===== config.mk =====
export PLATFORM = sky130hd
export DESIGN_NAME = ewsc_top
export DESIGN_NICKNAME = d
export VERILOG_FILES = /design/src/inc/ewsc_pkg.sv /design/src/rtl/ewsc_top.sv /design/src/rtl/ewsc_debounce.sv
export VERILOG_INCLUDE_DIRS = /design/src /design/src/inc
export SDC_FILE = /design/constraint.sdc
export NUM_CORES = 2
export LEC_CHECK = 0
export BUFFER_PORTS_ARGS = -buffer_cell sky130_fd_sc_hd__buf_2
export CAP_MARGIN = 20
export CORE_ASPECT_RATIO = 0.9
export CORE_MARGIN = 1
export CORE_UTILIZATION = 45
export DETAILED_ROUTE_END_ITERATION = 10
export PLACE_DENSITY = 0.64
export SLEW_MARGIN = 20
export SYNTH_ARGS = -nofsm -noshare
export SYNTH_HDL_FRONTEND = slang
export SYNTH_HIERARCHICAL = 1
export SYNTH_SLANG_ARGS = --single-unit

===== constraint.sdc =====
create_clock -name clk -period 3.98 [get_ports clk]
set_input_delay 0.199 -clock clk [delete_from_list [all_inputs] [get_ports clk]]
set_output_delay 0.199 -clock clk [all_outputs]
set_load 0.02 [all_outputs]

===== src/inc/ewsc_params.svh =====
// constants of the exterior window and sunroof controller
// What this block does
// - transmitter unlock, second press within 1.5 s held, opens manually until release
// - key held in unlock about 2.2 s starts automatic opening to fully open
// - key held in lock about 1.5 s closes manually until key returns neutral
// - any further key operation during key automatic opening halts glass and sunroof
// - request switch held 1.5 s with card key in range closes manually
// - qualified key or transmitter request replaces a running request-switch close
// - during 40 s ignition-off grace, interior switches beat exterior requests
// - obstruction reversal beats any exterior close in progress
// - door open, key inserted, ignition on or transmitter away blocks and stops operation
// - body controller sends window request and drives sunroof motor directly
// - locked power-cut ignores main switch manual for other doors and all sub-switches, not the front automatic
// - main switch: manual all windows, automatic fronts only; sub-switch: own window
// - battery, fuse or connector loss invalidates position; initial setting needed
// - motor speed comes from first hall sensor, one cycle per axle turn
// - rotation direction comes from phase order of the two hall signals
// - until initialised only manual operation; switch automatic refused, key automatic opening still runs
// - one hall sensor pulsing without the other enters fail-safe, no switch automatic; key automatic opening still runs
// - obstruction during automatic close drives the window open about 200 mm
`ifndef EWSC_PARAMS_SVH
`define EWSC_PARAMS_SVH
`define EWSC_CLK_HZ 50000000
`define EWSC_TICK_MS 1
`define EWSC_TICK_CYCLES (`EWSC_CLK_HZ / 1000 * `EWSC_TICK_MS)
`define EWSC_TX_WIN_MS 1500
`define EWSC_KEY_OPEN_MS 2200
`define EWSC_KEY_CLOSE_MS 1500
`define EWSC_REQ_CLOSE_MS 1500
`define EWSC_GRACE_S 40
`define EWSC_DEBOUNCE_MS 10
`define EWSC_STALL_MS 100
`define EWSC_TX_WIN_TICKS 16'(`EWSC_TX_WIN_MS / `EWSC_TICK_MS)
`define EWSC_KEY_OPEN_TICKS 16'(`EWSC_KEY_OPEN_MS / `EWSC_TICK_MS)
`define EWSC_KEY_CLOSE_TICKS 16'(`EWSC_KEY_CLOSE_MS / `EWSC_TICK_MS)
`define EWSC_REQ_CLOSE_TICKS 16'(`EWSC_REQ_CLOSE_MS / `EWSC_TICK_MS)
`define EWSC_STALL_TICKS 16'(`EWSC_STALL_MS / `EWSC_TICK_MS)
`define EWSC_GRACE_TICKS (`EWSC_GRACE_S * 1000 / `EWSC_TICK_MS)
`define EWSC_DB_CYCLES (`EWSC_CLK_HZ / 1000 * `EWSC_DEBOUNCE_MS)
`define EWSC_HALL_DB_CYCLES 2
`define EWSC_REV_MM 200
`define EWSC_PULSES_PER_MM 1
`define EWSC_FULL_OPEN_PULSES 12'h200
`define EWSC_HALL_FAIL_EDGES 3'h3
`define EWSC_POS_W 12
`define EWSC_DB_W 20
`define EWSC_OFS_CTRL 4'h0
`define EWSC_OFS_STATUS 4'h4
`define EWSC_OFS_POS 4'h8
`define EWSC_OFS_SPEED 4'hC
`define EWSC_CTRL_EN_BIT 0
`define EWSC_CTRL_INVAL_BIT 1
`define EWSC_CTRL_RESET 1'h1
`endif


===== src/inc/ewsc_pkg.sv =====
// types of the exterior window and sunroof controller
`include "ewsc_params.svh"
package ewsc_pkg;
  typedef enum logic [2:0] {EXT_IDLE, EXT_TX_OPEN, EXT_KEY_AUTO_OPEN, EXT_KEY_CLOSE, EXT_REQ_CLOSE, EXT_HALT}
    ewsc_ext_state_t;

  typedef struct packed {
    logic open;
    logic close;
  } ewsc_cmd_t;

  typedef struct packed {
    logic tx_unlock;
    logic key_unlock;
    logic key_lock;
    logic req_sw;
    logic card_in_range;
    logic door_open;
    logic key_inserted;
    logic ign_on;
    logic tx_out_of_range;
    logic glass_full_open;
    logic glass_closed;
    logic roof_full_open;
    logic roof_closed;
  } ewsc_ext_in_t;

  typedef struct packed {
    logic [3:0] main_open;
    logic [3:0] main_close;
    logic [2:0] sub_open;
    logic [2:0] sub_close;
    logic [1:0] auto_open;
    logic [1:0] auto_close;
    logic power_cut;
    logic [1:0] obstruct;
    logic [1:0] conn_lost;
  } ewsc_win_in_t;

  typedef struct packed {
    logic [1:0] a;
    logic [1:0] b;
  } ewsc_hall_t;

  typedef struct packed {
    logic s1;
    logic s2;
    logic q;
    logic [`EWSC_DB_W-1:0] cnt;
  } ewsc_db_state_t;

  typedef struct packed {
    ewsc_ext_state_t ext;
    logic [15:0] tick_cnt;
    logic tick;
    logic tx_prev;
    logic tx_armed;
    logic [15:0] tx_cnt;
    logic [15:0] ul_cnt;
    logic [15:0] lk_cnt;
    logic [15:0] req_cnt;
    logic key_rel;
    logic ign_prev;
    logic grace;
    logic [15:0] grace_cnt;
    ewsc_cmd_t win_req;
    ewsc_cmd_t roof;
    logic [3:0] win_open;
    logic [3:0] win_close;
    logic [1:0] a_prev;
    logic [1:0] b_prev;
    logic [1:0] valid;
    logic [1:0] fail;
    logic [1:0] rev;
    logic [1:0] auto_o;
    logic [1:0] auto_c;
    logic [1:0] ao_prev;
    logic [1:0] ac_prev;
    logic [1:0][`EWSC_POS_W-1:0] pos;
    logic [1:0][`EWSC_POS_W-1:0] rev_left;
    logic [1:0][15:0] period_cnt;
    logic [1:0][15:0] period;
    logic [1:0][2:0] a_only;
    logic [1:0][2:0] b_only;
    logic [1:0][15:0] stall;
    logic ext_en;
    logic waitreq;
    logic [31:0] rdata;
  } ewsc_state_t;
endpackage : ewsc_pkg


===== src/rtl/ewsc_top.sv =====
// exterior open/close arbitration, window command and hall position logic
`timescale 1ns/10ps
`include "ewsc_params.svh"
module ewsc_top #(
  parameter logic [15:0] TICK_CYCLES = 16'(`EWSC_TICK_CYCLES),
  parameter logic [15:0] GRACE_TICKS = 16'(`EWSC_GRACE_TICKS),
  parameter logic [`EWSC_DB_W-1:0] DB_CYCLES = `EWSC_DB_W'(`EWSC_DB_CYCLES),
  parameter logic [`EWSC_POS_W-1:0] FULL_OPEN_PULSES = `EWSC_FULL_OPEN_PULSES,
  parameter int PULSES_PER_MM = `EWSC_PULSES_PER_MM
) (
  input wire logic clk,
  input wire logic srst,
  input wire ewsc_pkg::ewsc_ext_in_t ext_in,
  input wire ewsc_pkg::ewsc_win_in_t win_in,
  input wire ewsc_pkg::ewsc_hall_t hall_in,
  input wire logic [3:0] avs_address,
  input wire logic avs_read,
  input wire logic avs_write,
  input wire logic [31:0] avs_writedata,
  output logic [31:0] avs_readdata,
  output logic avs_waitrequest,
  output ewsc_pkg::ewsc_cmd_t win_req,
  output ewsc_pkg::ewsc_cmd_t roof_cmd,
  output logic [3:0] win_open,
  output logic [3:0] win_close
);
  localparam int NSW = $bits(ewsc_pkg::ewsc_ext_in_t) + $bits(ewsc_pkg::ewsc_win_in_t);
  localparam int NHALL = $bits(ewsc_pkg::ewsc_hall_t);
  localparam logic [`EWSC_POS_W-1:0] REV_PULSES = `EWSC_POS_W'(`EWSC_REV_MM * PULSES_PER_MM);

  ewsc_pkg::ewsc_state_t st_reg;
  ewsc_pkg::ewsc_state_t st_next;
  ewsc_pkg::ewsc_ext_in_t e;
  ewsc_pkg::ewsc_win_in_t w;
  ewsc_pkg::ewsc_hall_t h;
  logic [NSW-1:0] sw_raw;
  logic [NSW-1:0] sw_deb;
  logic [NHALL-1:0] hall_deb;

  assign sw_raw = {ext_in, win_in};

  genvar gi;
  generate
    for (gi = 0; gi < NSW; gi++) begin : g_sw
      ewsc_debounce #(.DB_CYCLES(DB_CYCLES)) u_db (
        .clk(clk),
        .srst(srst),
        .pin(sw_raw[gi]),
        .q(sw_deb[gi])
      );
    end
    for (gi = 0; gi < NHALL; gi++) begin : g_hall
      ewsc_debounce #(.DB_CYCLES(`EWSC_DB_W'(`EWSC_HALL_DB_CYCLES))) u_db (
        .clk(clk),
        .srst(srst),
        .pin(hall_in[gi]),
        .q(hall_deb[gi])
      );
    end
  endgenerate

  assign {e, w} = sw_deb;
  assign h = hall_deb;

  // hold timer: clears on release, saturates at the target
  function automatic logic [15:0] hold_cnt(input logic lvl, input logic tk, input logic [15:0] c,
                                           input logic [15:0] tgt);
    if (!lvl) begin
      hold_cnt = '0;
    end else if (tk && c < tgt) begin
      hold_cnt = c + 16'h0001;
    end else begin
      hold_cnt = c;
    end
  endfunction : hold_cnt

  always_comb begin
    logic inhibit;
    logic interior;
    logic ign_ok;
    logic open_ok;
    logic closed_all;
    logic tx_rise;
    logic tx_qual;
    logic ul_q;
    logic lk_q;
    logic req_q;
    logic opening;
    logic closing;
    logic a_edge;
    logic b_edge;
    logic a_rise;
    logic moving;
    logic stalled;
    logic man_o;
    logic man_c;
    logic ext_o;
    logic ext_c;
    logic auto_ok;
    logic bus_req;
    logic fail_set;
    inhibit = 1'b0;
    interior = 1'b0;
    ign_ok = 1'b0;
    open_ok = 1'b0;
    closed_all = 1'b0;
    tx_rise = 1'b0;
    tx_qual = 1'b0;
    ul_q = 1'b0;
    lk_q = 1'b0;
    req_q = 1'b0;
    opening = 1'b0;
    closing = 1'b0;
    a_edge = 1'b0;
    b_edge = 1'b0;
    a_rise = 1'b0;
    moving = 1'b0;
    stalled = 1'b0;
    man_o = 1'b0;
    man_c = 1'b0;
    ext_o = 1'b0;
    ext_c = 1'b0;
    auto_ok = 1'b0;
    bus_req = 1'b0;
    fail_set = 1'b0;
    st_next = st_reg;

    // fixed time base
    if (st_reg.tick_cnt >= TICK_CYCLES - 16'h0001) begin
      st_next.tick_cnt = '0;
      st_next.tick = 1'b1;
    end else begin
      st_next.tick_cnt = st_reg.tick_cnt + 16'h0001;
      st_next.tick = 1'b0;
    end

    // ignition-off grace; a door opening ends it early
    st_next.ign_prev = e.ign_on;
    if (st_reg.ign_prev && !e.ign_on) begin
      st_next.grace = 1'b1;
      st_next.grace_cnt = '0;
    end else if (st_reg.grace) begin
      if (st_reg.tick) begin
        st_next.grace_cnt = st_reg.grace_cnt + 16'h0001;
      end
      if (st_reg.grace_cnt >= GRACE_TICKS || e.door_open || e.ign_on) begin
        st_next.grace = 1'b0;
      end
    end
    ign_ok = e.ign_on | st_reg.grace;
    interior = ign_ok & (|w.main_open | |w.main_close | |w.sub_open | |w.sub_close);

    inhibit = e.door_open | e.key_inserted | e.ign_on | e.tx_out_of_range | ~st_reg.ext_en;
    open_ok = ~(e.glass_full_open & e.roof_full_open);
    closed_all = e.glass_closed & e.roof_closed;

    // transmitter double press
    st_next.tx_prev = e.tx_unlock;
    tx_rise = e.tx_unlock & ~st_reg.tx_prev;
    tx_qual = tx_rise & st_reg.tx_armed & (st_reg.tx_cnt < `EWSC_TX_WIN_TICKS);
    if (tx_qual) begin
      st_next.tx_armed = 1'b0;
    end else if (tx_rise) begin
      st_next.tx_armed = 1'b1;
      st_next.tx_cnt = '0;
    end else if (st_reg.tx_armed) begin
      if (st_reg.tick) begin
        st_next.tx_cnt = st_reg.tx_cnt + 16'h0001;
      end
      if (st_reg.tx_cnt >= `EWSC_TX_WIN_TICKS) begin
        st_next.tx_armed = 1'b0;
      end
    end

    st_next.ul_cnt = hold_cnt(e.key_unlock, st_reg.tick, st_reg.ul_cnt, `EWSC_KEY_OPEN_TICKS);
    st_next.lk_cnt = hold_cnt(e.key_lock, st_reg.tick, st_reg.lk_cnt, `EWSC_KEY_CLOSE_TICKS);
    st_next.req_cnt = hold_cnt(e.req_sw & e.card_in_range, st_reg.tick, st_reg.req_cnt, `EWSC_REQ_CLOSE_TICKS);
    ul_q = st_reg.ul_cnt == `EWSC_KEY_OPEN_TICKS;
    lk_q = st_reg.lk_cnt == `EWSC_KEY_CLOSE_TICKS;
    req_q = st_reg.req_cnt == `EWSC_REQ_CLOSE_TICKS;

    // exterior request arbitration
    if (inhibit || (st_reg.grace && interior)) begin
      st_next.ext = ewsc_pkg::EXT_IDLE;
    end else if ((|w.obstruct || |st_reg.rev) &&
                 (st_reg.ext == ewsc_pkg::EXT_KEY_CLOSE || st_reg.ext == ewsc_pkg::EXT_REQ_CLOSE)) begin
      st_next.ext = ewsc_pkg::EXT_IDLE;
    end else begin
      case (st_reg.ext)
        ewsc_pkg::EXT_IDLE, ewsc_pkg::EXT_REQ_CLOSE: begin
          if (tx_qual && open_ok) begin
            st_next.ext = ewsc_pkg::EXT_TX_OPEN;
          end else if (ul_q && open_ok) begin
            st_next.ext = ewsc_pkg::EXT_KEY_AUTO_OPEN;
            st_next.key_rel = 1'b0;
          end else if (lk_q && !closed_all) begin
            st_next.ext = ewsc_pkg::EXT_KEY_CLOSE;
          end else if (st_reg.ext == ewsc_pkg::EXT_IDLE) begin
            if (req_q && !closed_all) begin
              st_next.ext = ewsc_pkg::EXT_REQ_CLOSE;
            end
          end else if (!(e.req_sw && e.card_in_range) || closed_all) begin
            st_next.ext = ewsc_pkg::EXT_IDLE;
          end
        end
        ewsc_pkg::EXT_TX_OPEN: begin
          if (!e.tx_unlock || !open_ok) begin
            st_next.ext = ewsc_pkg::EXT_IDLE;
          end
        end
        ewsc_pkg::EXT_KEY_AUTO_OPEN: begin
          if (!e.key_unlock && !e.key_lock) begin
            st_next.key_rel = 1'b1;
          end
          if (st_reg.key_rel && (e.key_unlock || e.key_lock)) begin
            st_next.ext = ewsc_pkg::EXT_HALT;
          end else if (!open_ok) begin
            st_next.ext = ewsc_pkg::EXT_IDLE;
          end
        end
        ewsc_pkg::EXT_KEY_CLOSE: begin
          if (!e.key_lock || closed_all) begin
            st_next.ext = ewsc_pkg::EXT_IDLE;
          end
        end
        ewsc_pkg::EXT_HALT: begin
          // wait for neutral so the halting turn cannot start a new hold
          if (!e.key_unlock && !e.key_lock) begin
            st_next.ext = ewsc_pkg::EXT_IDLE;
          end
        end
        default: begin
          st_next.ext = ewsc_pkg::EXT_IDLE;
        end
      endcase
    end

    opening = st_next.ext == ewsc_pkg::EXT_TX_OPEN || st_next.ext == ewsc_pkg::EXT_KEY_AUTO_OPEN;
    closing = st_next.ext == ewsc_pkg::EXT_KEY_CLOSE || st_next.ext == ewsc_pkg::EXT_REQ_CLOSE;
    st_next.win_req.open = opening & ~e.glass_full_open;
    st_next.win_req.close = closing & ~e.glass_closed;
    st_next.roof.open = opening & ~e.roof_full_open;
    st_next.roof.close = closing & ~e.roof_closed;

    // front windows: hall decode, position, automatic and reversal
    st_next.a_prev = h.a;
    st_next.b_prev = h.b;
    st_next.ao_prev = w.auto_open;
    st_next.ac_prev = w.auto_close;
    for (int f = 0; f < 2; f++) begin
      a_edge = h.a[f] ^ st_reg.a_prev[f];
      b_edge = h.b[f] ^ st_reg.b_prev[f];
      a_rise = h.a[f] & ~st_reg.a_prev[f];
      moving = st_reg.win_open[f] | st_reg.win_close[f];
      fail_set = 1'b0;
      if (st_reg.period_cnt[f] != 16'hFFFF) begin
        st_next.period_cnt[f] = st_reg.period_cnt[f] + 16'h0001;
      end
      if (a_rise) begin
        st_next.period[f] = st_reg.period_cnt[f];
        st_next.period_cnt[f] = '0;
        if (st_reg.valid[f]) begin
          if (!h.b[f] && st_reg.pos[f] != FULL_OPEN_PULSES) begin
            st_next.pos[f] = st_reg.pos[f] + `EWSC_POS_W'(1);
          end else if (h.b[f] && st_reg.pos[f] != '0) begin
            st_next.pos[f] = st_reg.pos[f] - `EWSC_POS_W'(1);
          end
        end
        if (moving && (h.b[f] == st_reg.win_open[f])) begin
          fail_set = 1'b1; // decoded direction disagrees with drive
        end
      end
      if (!moving || b_edge) begin
        st_next.a_only[f] = '0;
      end else if (a_edge) begin
        st_next.a_only[f] = st_reg.a_only[f] + 3'h1;
      end
      if (!moving || a_edge) begin
        st_next.b_only[f] = '0;
      end else if (b_edge) begin
        st_next.b_only[f] = st_reg.b_only[f] + 3'h1;
      end
      if (st_reg.a_only[f] >= `EWSC_HALL_FAIL_EDGES || st_reg.b_only[f] >= `EWSC_HALL_FAIL_EDGES) begin
        fail_set = 1'b1;
      end
      if (!moving || a_edge) begin
        st_next.stall[f] = '0;
      end else if (st_reg.tick && st_reg.stall[f] < `EWSC_STALL_TICKS) begin
        st_next.stall[f] = st_reg.stall[f] + 16'h0001;
      end
      stalled = st_reg.stall[f] == `EWSC_STALL_TICKS;

      man_o = ign_ok & w.main_open[f];
      man_c = ign_ok & w.main_close[f];
      if (f == 1) begin
        man_o = ign_ok & ~w.power_cut & (w.main_open[f] | w.sub_open[0]);
        man_c = ign_ok & ~w.power_cut & (w.main_close[f] | w.sub_close[0]);
      end

      // initial setting: manual close driven into the top stop
      if (st_reg.win_close[f] && man_c && stalled) begin
        st_next.pos[f] = '0;
        st_next.valid[f] = 1'b1;
        st_next.fail[f] = 1'b0;
      end
      st_next.fail[f] = st_next.fail[f] | fail_set; // a hall fault outranks the clear of an initial setting
      if (w.conn_lost[f]) begin
        st_next.valid[f] = 1'b0;
      end

      auto_ok = st_reg.valid[f] & ~st_reg.fail[f] & ign_ok;
      if (man_o || man_c || !auto_ok || st_reg.rev[f]) begin
        st_next.auto_o[f] = 1'b0;
        st_next.auto_c[f] = 1'b0;
      end else if (w.auto_open[f] && !st_reg.ao_prev[f]) begin
        st_next.auto_o[f] = 1'b1;
        st_next.auto_c[f] = 1'b0;
      end else if (w.auto_close[f] && !st_reg.ac_prev[f]) begin
        st_next.auto_c[f] = 1'b1;
        st_next.auto_o[f] = 1'b0;
      end else begin
        if (st_reg.pos[f] >= FULL_OPEN_PULSES || stalled) begin
          st_next.auto_o[f] = 1'b0;
        end
        if (st_reg.pos[f] == '0 || stalled) begin
          st_next.auto_c[f] = 1'b0;
        end
      end

      if (w.obstruct[f] && st_reg.win_close[f]) begin
        st_next.rev[f] = 1'b1;
        st_next.rev_left[f] = REV_PULSES;
        st_next.auto_c[f] = 1'b0;
      end else if (st_reg.rev[f]) begin
        if (a_rise) begin
          st_next.rev_left[f] = st_reg.rev_left[f] - `EWSC_POS_W'(1);
        end
        if (st_reg.rev_left[f] == '0 || stalled || st_reg.pos[f] >= FULL_OPEN_PULSES) begin
          st_next.rev[f] = 1'b0;
        end
      end

      // reversal first, then interior switch, then automatic, then exterior request
      ext_o = ~man_o & ~man_c & ~st_reg.auto_o[f] & ~st_reg.auto_c[f] & st_reg.win_req.open;
      ext_c = ~man_o & ~man_c & ~st_reg.auto_o[f] & ~st_reg.auto_c[f] & st_reg.win_req.close;
      st_next.win_open[f] = st_reg.rev[f] | man_o | (~man_c & st_reg.auto_o[f]) | ext_o;
      st_next.win_close[f] = ~st_next.win_open[f] & (man_c | st_reg.auto_c[f] | ext_c);
    end

    // rear windows: manual only
    for (int r = 2; r < 4; r++) begin
      man_o = ign_ok & ~w.power_cut & (w.main_open[r] | w.sub_open[r-1]);
      man_c = ign_ok & ~w.power_cut & (w.main_close[r] | w.sub_close[r-1]);
      st_next.win_open[r] = man_o;
      st_next.win_close[r] = man_c & ~man_o;
    end

    // register slave, one wait cycle per access
    bus_req = avs_read | avs_write;
    st_next.waitreq = ~(bus_req & st_reg.waitreq);
    if (bus_req && st_reg.waitreq) begin
      case (avs_address)
        `EWSC_OFS_CTRL: st_next.rdata = {31'h0, st_reg.ext_en};
        `EWSC_OFS_STATUS: st_next.rdata = {20'h0, st_reg.fail, st_reg.valid, st_reg.grace, st_reg.roof,
                                            st_reg.win_req, st_reg.ext};
        `EWSC_OFS_POS: st_next.rdata = {4'h0, st_reg.pos[1], 4'h0, st_reg.pos[0]};
        `EWSC_OFS_SPEED: st_next.rdata = {st_reg.period[1], st_reg.period[0]};
        default: st_next.rdata = 32'h0;
      endcase
    end
    if (avs_write && !st_reg.waitreq && avs_address == `EWSC_OFS_CTRL) begin
      st_next.ext_en = avs_writedata[`EWSC_CTRL_EN_BIT];
      if (avs_writedata[`EWSC_CTRL_INVAL_BIT]) begin
        st_next.valid = '0; // forces a new initial setting
      end
    end
  end

  always_ff @(posedge clk) begin
    if (srst) begin
      st_reg <= '0;
      st_reg.ext <= ewsc_pkg::EXT_IDLE;
      st_reg.ext_en <= `EWSC_CTRL_RESET;
      st_reg.waitreq <= 1'b1;
    end else begin
      st_reg <= st_next;
    end
  end

  assign avs_readdata = st_reg.rdata;
  assign avs_waitrequest = st_reg.waitreq;
  assign win_req = st_reg.win_req;
  assign roof_cmd = st_reg.roof;
  assign win_open = st_reg.win_open;
  assign win_close = st_reg.win_close;
endmodule : ewsc_top


===== src/rtl/ewsc_debounce.sv =====
// two-flop synchroniser and stability filter for one pin
`timescale 1ns/10ps
`include "ewsc_params.svh"
module ewsc_debounce #(
  parameter logic [`EWSC_DB_W-1:0] DB_CYCLES = `EWSC_DB_W'(`EWSC_DB_CYCLES)
) (
  input wire logic clk,
  input wire logic srst,
  input wire logic pin,
  output logic q
);
  ewsc_pkg::ewsc_db_state_t st_reg;
  ewsc_pkg::ewsc_db_state_t st_next;

  // s1 feeds s2 only; filter looks at s2
  always_comb begin
    st_next = st_reg;
    st_next.s1 = pin;
    st_next.s2 = st_reg.s1;
    if (st_reg.s2 == st_reg.q) begin
      st_next.cnt = '0;
    end else if (st_reg.cnt >= DB_CYCLES - `EWSC_DB_W'(1)) begin
      st_next.q = st_reg.s2;
      st_next.cnt = '0;
    end else begin
      st_next.cnt = st_reg.cnt + `EWSC_DB_W'(1);
    end
  end

  always_ff @(posedge clk) begin
    if (srst) begin
      st_reg <= '0;
    end else begin
      st_reg <= st_next;
    end
  end

  assign q = st_reg.q;
endmodule : ewsc_debounce


==> flow_summary.json <==
{
  "worstMarginPinSlew_ns": 1.03,
  "clk_pin_slew_ns": 0.06,
  "instances_no_fill": 7914,
  "drt_wl_total_um": 111000,
  "gr-usage-all-layers_pct": 17.7,
  "period_needed_ns": 3.58,
  "hold_buffers": 46,
  "syn_area_mm2": 0.0548,
  "place_inst": 7630,
  "start_util_pct": 45.4,
  "layout_commonest_cell": "dfxtp_1",
  "clockBufferDepth": 3,
  "post-route-util_pct": 50.6,
  "route.detailed.drc": 14,
  "first_iter_violations": 2256,
  "dpl_cell_area_mm2": 0.0562,
  "rows": 121,
  "ys_ff_latch": 1245,
  "vias_per_cell": 5.30,
  "setup_violations": 0,
  "finalClockSkew_ns": 0.0329,
  "port_buffers": 94,
  "antenna_found_initial": 4,
  "grt_pass1_wl_um": 185000,
  "dp_hpwl_um": 75900,
  "grt_overflow": 0,
  "cp-end-kind": "flip-flop",
  "whs_ns": 0.0694,
  "die_w_um": 370,
  "cp-start-kind": "flip-flop",
  "p_sw_mw": 5.39,
  "drive_above_1_share_pct": 8.62,
  "routed-via-count": 41900,
  "cts_tree": "built",
  "drtAntennaViolNets": 0,
  "slowest_stage": "a41o_1",
  "cts_resized": 0,
  "critical_path.max_stage_delay_ns": 0.60,
  "max_slew_margin_pct": 30.3,
  "total_power_mw": 25.8,
  "violations": "DRC",
  "clock-root-buffer": "clkbuf_16",
  "syn_area_per_cell_um2": 8.97,
  "numCtsBuffers": 131,
  "netlist_instances": 6111,
  "clk_latency_ns": 0.76,
  "final.setup.worst_slack_ns": 0.403,
  "required_ns": 4.61,
  "worstSetupPathType": "flip-flop to flip-flop",
  "final_cell_mix": "dfxtp_1 (1245), nor2_1 (809), xnor2_1 (320)",
  "cp_max_fo": 13,
  "cp_top_family": "compound AO/OA/AOI/OAI gates",
  "maxCapViolations": 0,
  "dpl_worst_slack_ns": 0.448,
  "hp-class": "input pin to flip-flop",
  "tns_ns": 0,
  "synth_edf_count": 0,
  "fmax_ghz": 0.280,
  "ys_types": 83,
  "synthToLayoutAreaGrowth_pct": 11.7,
  "slew_viol_final": 0,
  "die_h_um": 333,
  "ys.flop_type": "dfxtp_1",
  "nNetsFinal": 6391,
  "regArea_mm2": 0.0249,
  "htreeDepth": 4,
  "dieArea_mm2": 0.123,
  "grt_max_degree": 131,
  "fill_cells": 11300,
  "p_int_mw": 20.4,
  "cts_setup_buffers": 0,
  "leakagePower_nw": 19.9,
  "yosysWarnings": 6,
  "first_global_vias": 38500,
  "largest_reg_flops": 756,
  "power_density_mw_per_mm2": 422,
  "crit_path_cell_trace": "nor4_1 > a41o_1 > ha_1 > o21ai_0 > o21ai_0 > a41o_1 > a31oi_1 > mux2i_1 > mux2_2",
  "crit_buf_inv": 0,
  "stdcell_area_mm2": 0.0612,
  "pin_count": 125,
  "seq_area_frac_synth_pct": 45.5,
  "multi_input_area_mm2": 0.0280,
  "routedWlPerCell_um": 14.0,
  "async_reset_ff_share_pct": 0,
  "dr.pass1.iters": 10,
  "pwr-share-seq_pct": 49.1,
  "comb_power_share_pct": 1.9,
  "sw_frac_of_total_pct": 20.9,
  "rsz0062_at_grt": "no",
  "hold_violations": 0,
  "cp.arrival_ns": 4.21,
  "peakVddDrop_mv": 0.343,
  "p_clk_share_pct": 49.0,
  "place_congestion": 0.857,
  "period_share_pct": 89.9,
  "core_area_mm2": 0.121,
  "cts_sinks": 1245,
  "status": "finished, violations left"
}
==> power by group through the flow <==
stage / Sequential, mW / Clock (mW) / Combinational, mW
floorplan: 12.9 / 0 / 0.315
global placement: 12.9 / 0 / 0.453
detailed placement: 12.9 / 0 / 0.456
CTS: 12.7 / 13.1 / 0.494
global route: 12.7 / 13.5 / 0.550
finish: 12.7 / 12.6 / 0.496
==> kinds of logic after synthesis <==
logic type,synth area share (%)
AND/OR/NAND/NOR,26.9
flip-flops,45.5
AO/OA/AOI/OAI,10.2
XOR/XNOR,9.24
buffers and inverters,3.83
adder cells (fa/ha/maj),2.31
multiplexers,1.74
other,0.274
==> synthesized netlist by cell type, drive strengths merged, types with 42 or more instances <==
cell	instances	area (um2)
and4	76	711
or3	194	1220
and3	87	544
nor2	809	3040
o21ai	216	1080
nand2	299	1120
nand3	292	1660
a21oi	401	2430
nor3	216	1090
and2	57	359
nand4	280	1750
or4	79	597
o21bai	42	315
nand2b	90	563
mux2i	91	911
xor2	258	2260
nor2b	97	607
ha	98	1230
inv	163	612
buf	202	1300
nor4	117	738
clkbuf	49	184
dfxtp	1245	24900
o31ai	42	315
xnor2	320	2800
==> metal layers <==
| metal | GRT usage, % | wire length, um |
|---|---|---|
| met1 | 24.6 | 55500 |
| met2 | 27.5 | 48300 |
| met3 | 3.34 | 4750 |
| met4 | 5.46 | 2080 |
| met5 | 0 | 11 |
==> tightest hold or removal path: stages <==
cell     delay [ns]
buf_2          0.14
o21ai_4        0.18
a21oi_1        0.20
nor2_1         0.04
==> final timing paths <==
| kind | startpoint | to | slack (ns) | cells past startpoint |
|---|---|---|---|---|
| max | st_reg[182]$_SDFFE_PP0P_ | st_reg[189]$_SDFFE_PP0P_ | 0.40 | 9 |
| min | avs_write | avs_readdata[8]$_SDFFE_PP0P_ | 0.07 | 4 |
| max reg2reg | st_reg[182]$_SDFFE_PP0P_ | st_reg[189]$_SDFFE_PP0P_ | 0.40 | 9 |
| min reg2reg | g_sw[0].u_db/st_next[21]$_SDFF_PP0_ | g_sw[0].u_db/st_reg[21]$_SDFF_PP0_ | 0.44 | 1 |
==> final cells by class <==
type                            instances  share of cell area (%)
Antenna cell                            3                  0.0123
Clock buffer                          187                    6.33
Clock inverter                         47                    1.05
Inverter                              163                    1.00
Multi-Input combinational cell       4516                    45.8
Sequential cell                      1245                    40.7
Tap cell                             1599                    3.27
Timing Repair Buffer                  154                    1.78
No activity file was read; power rests on OpenSTA's default activity.
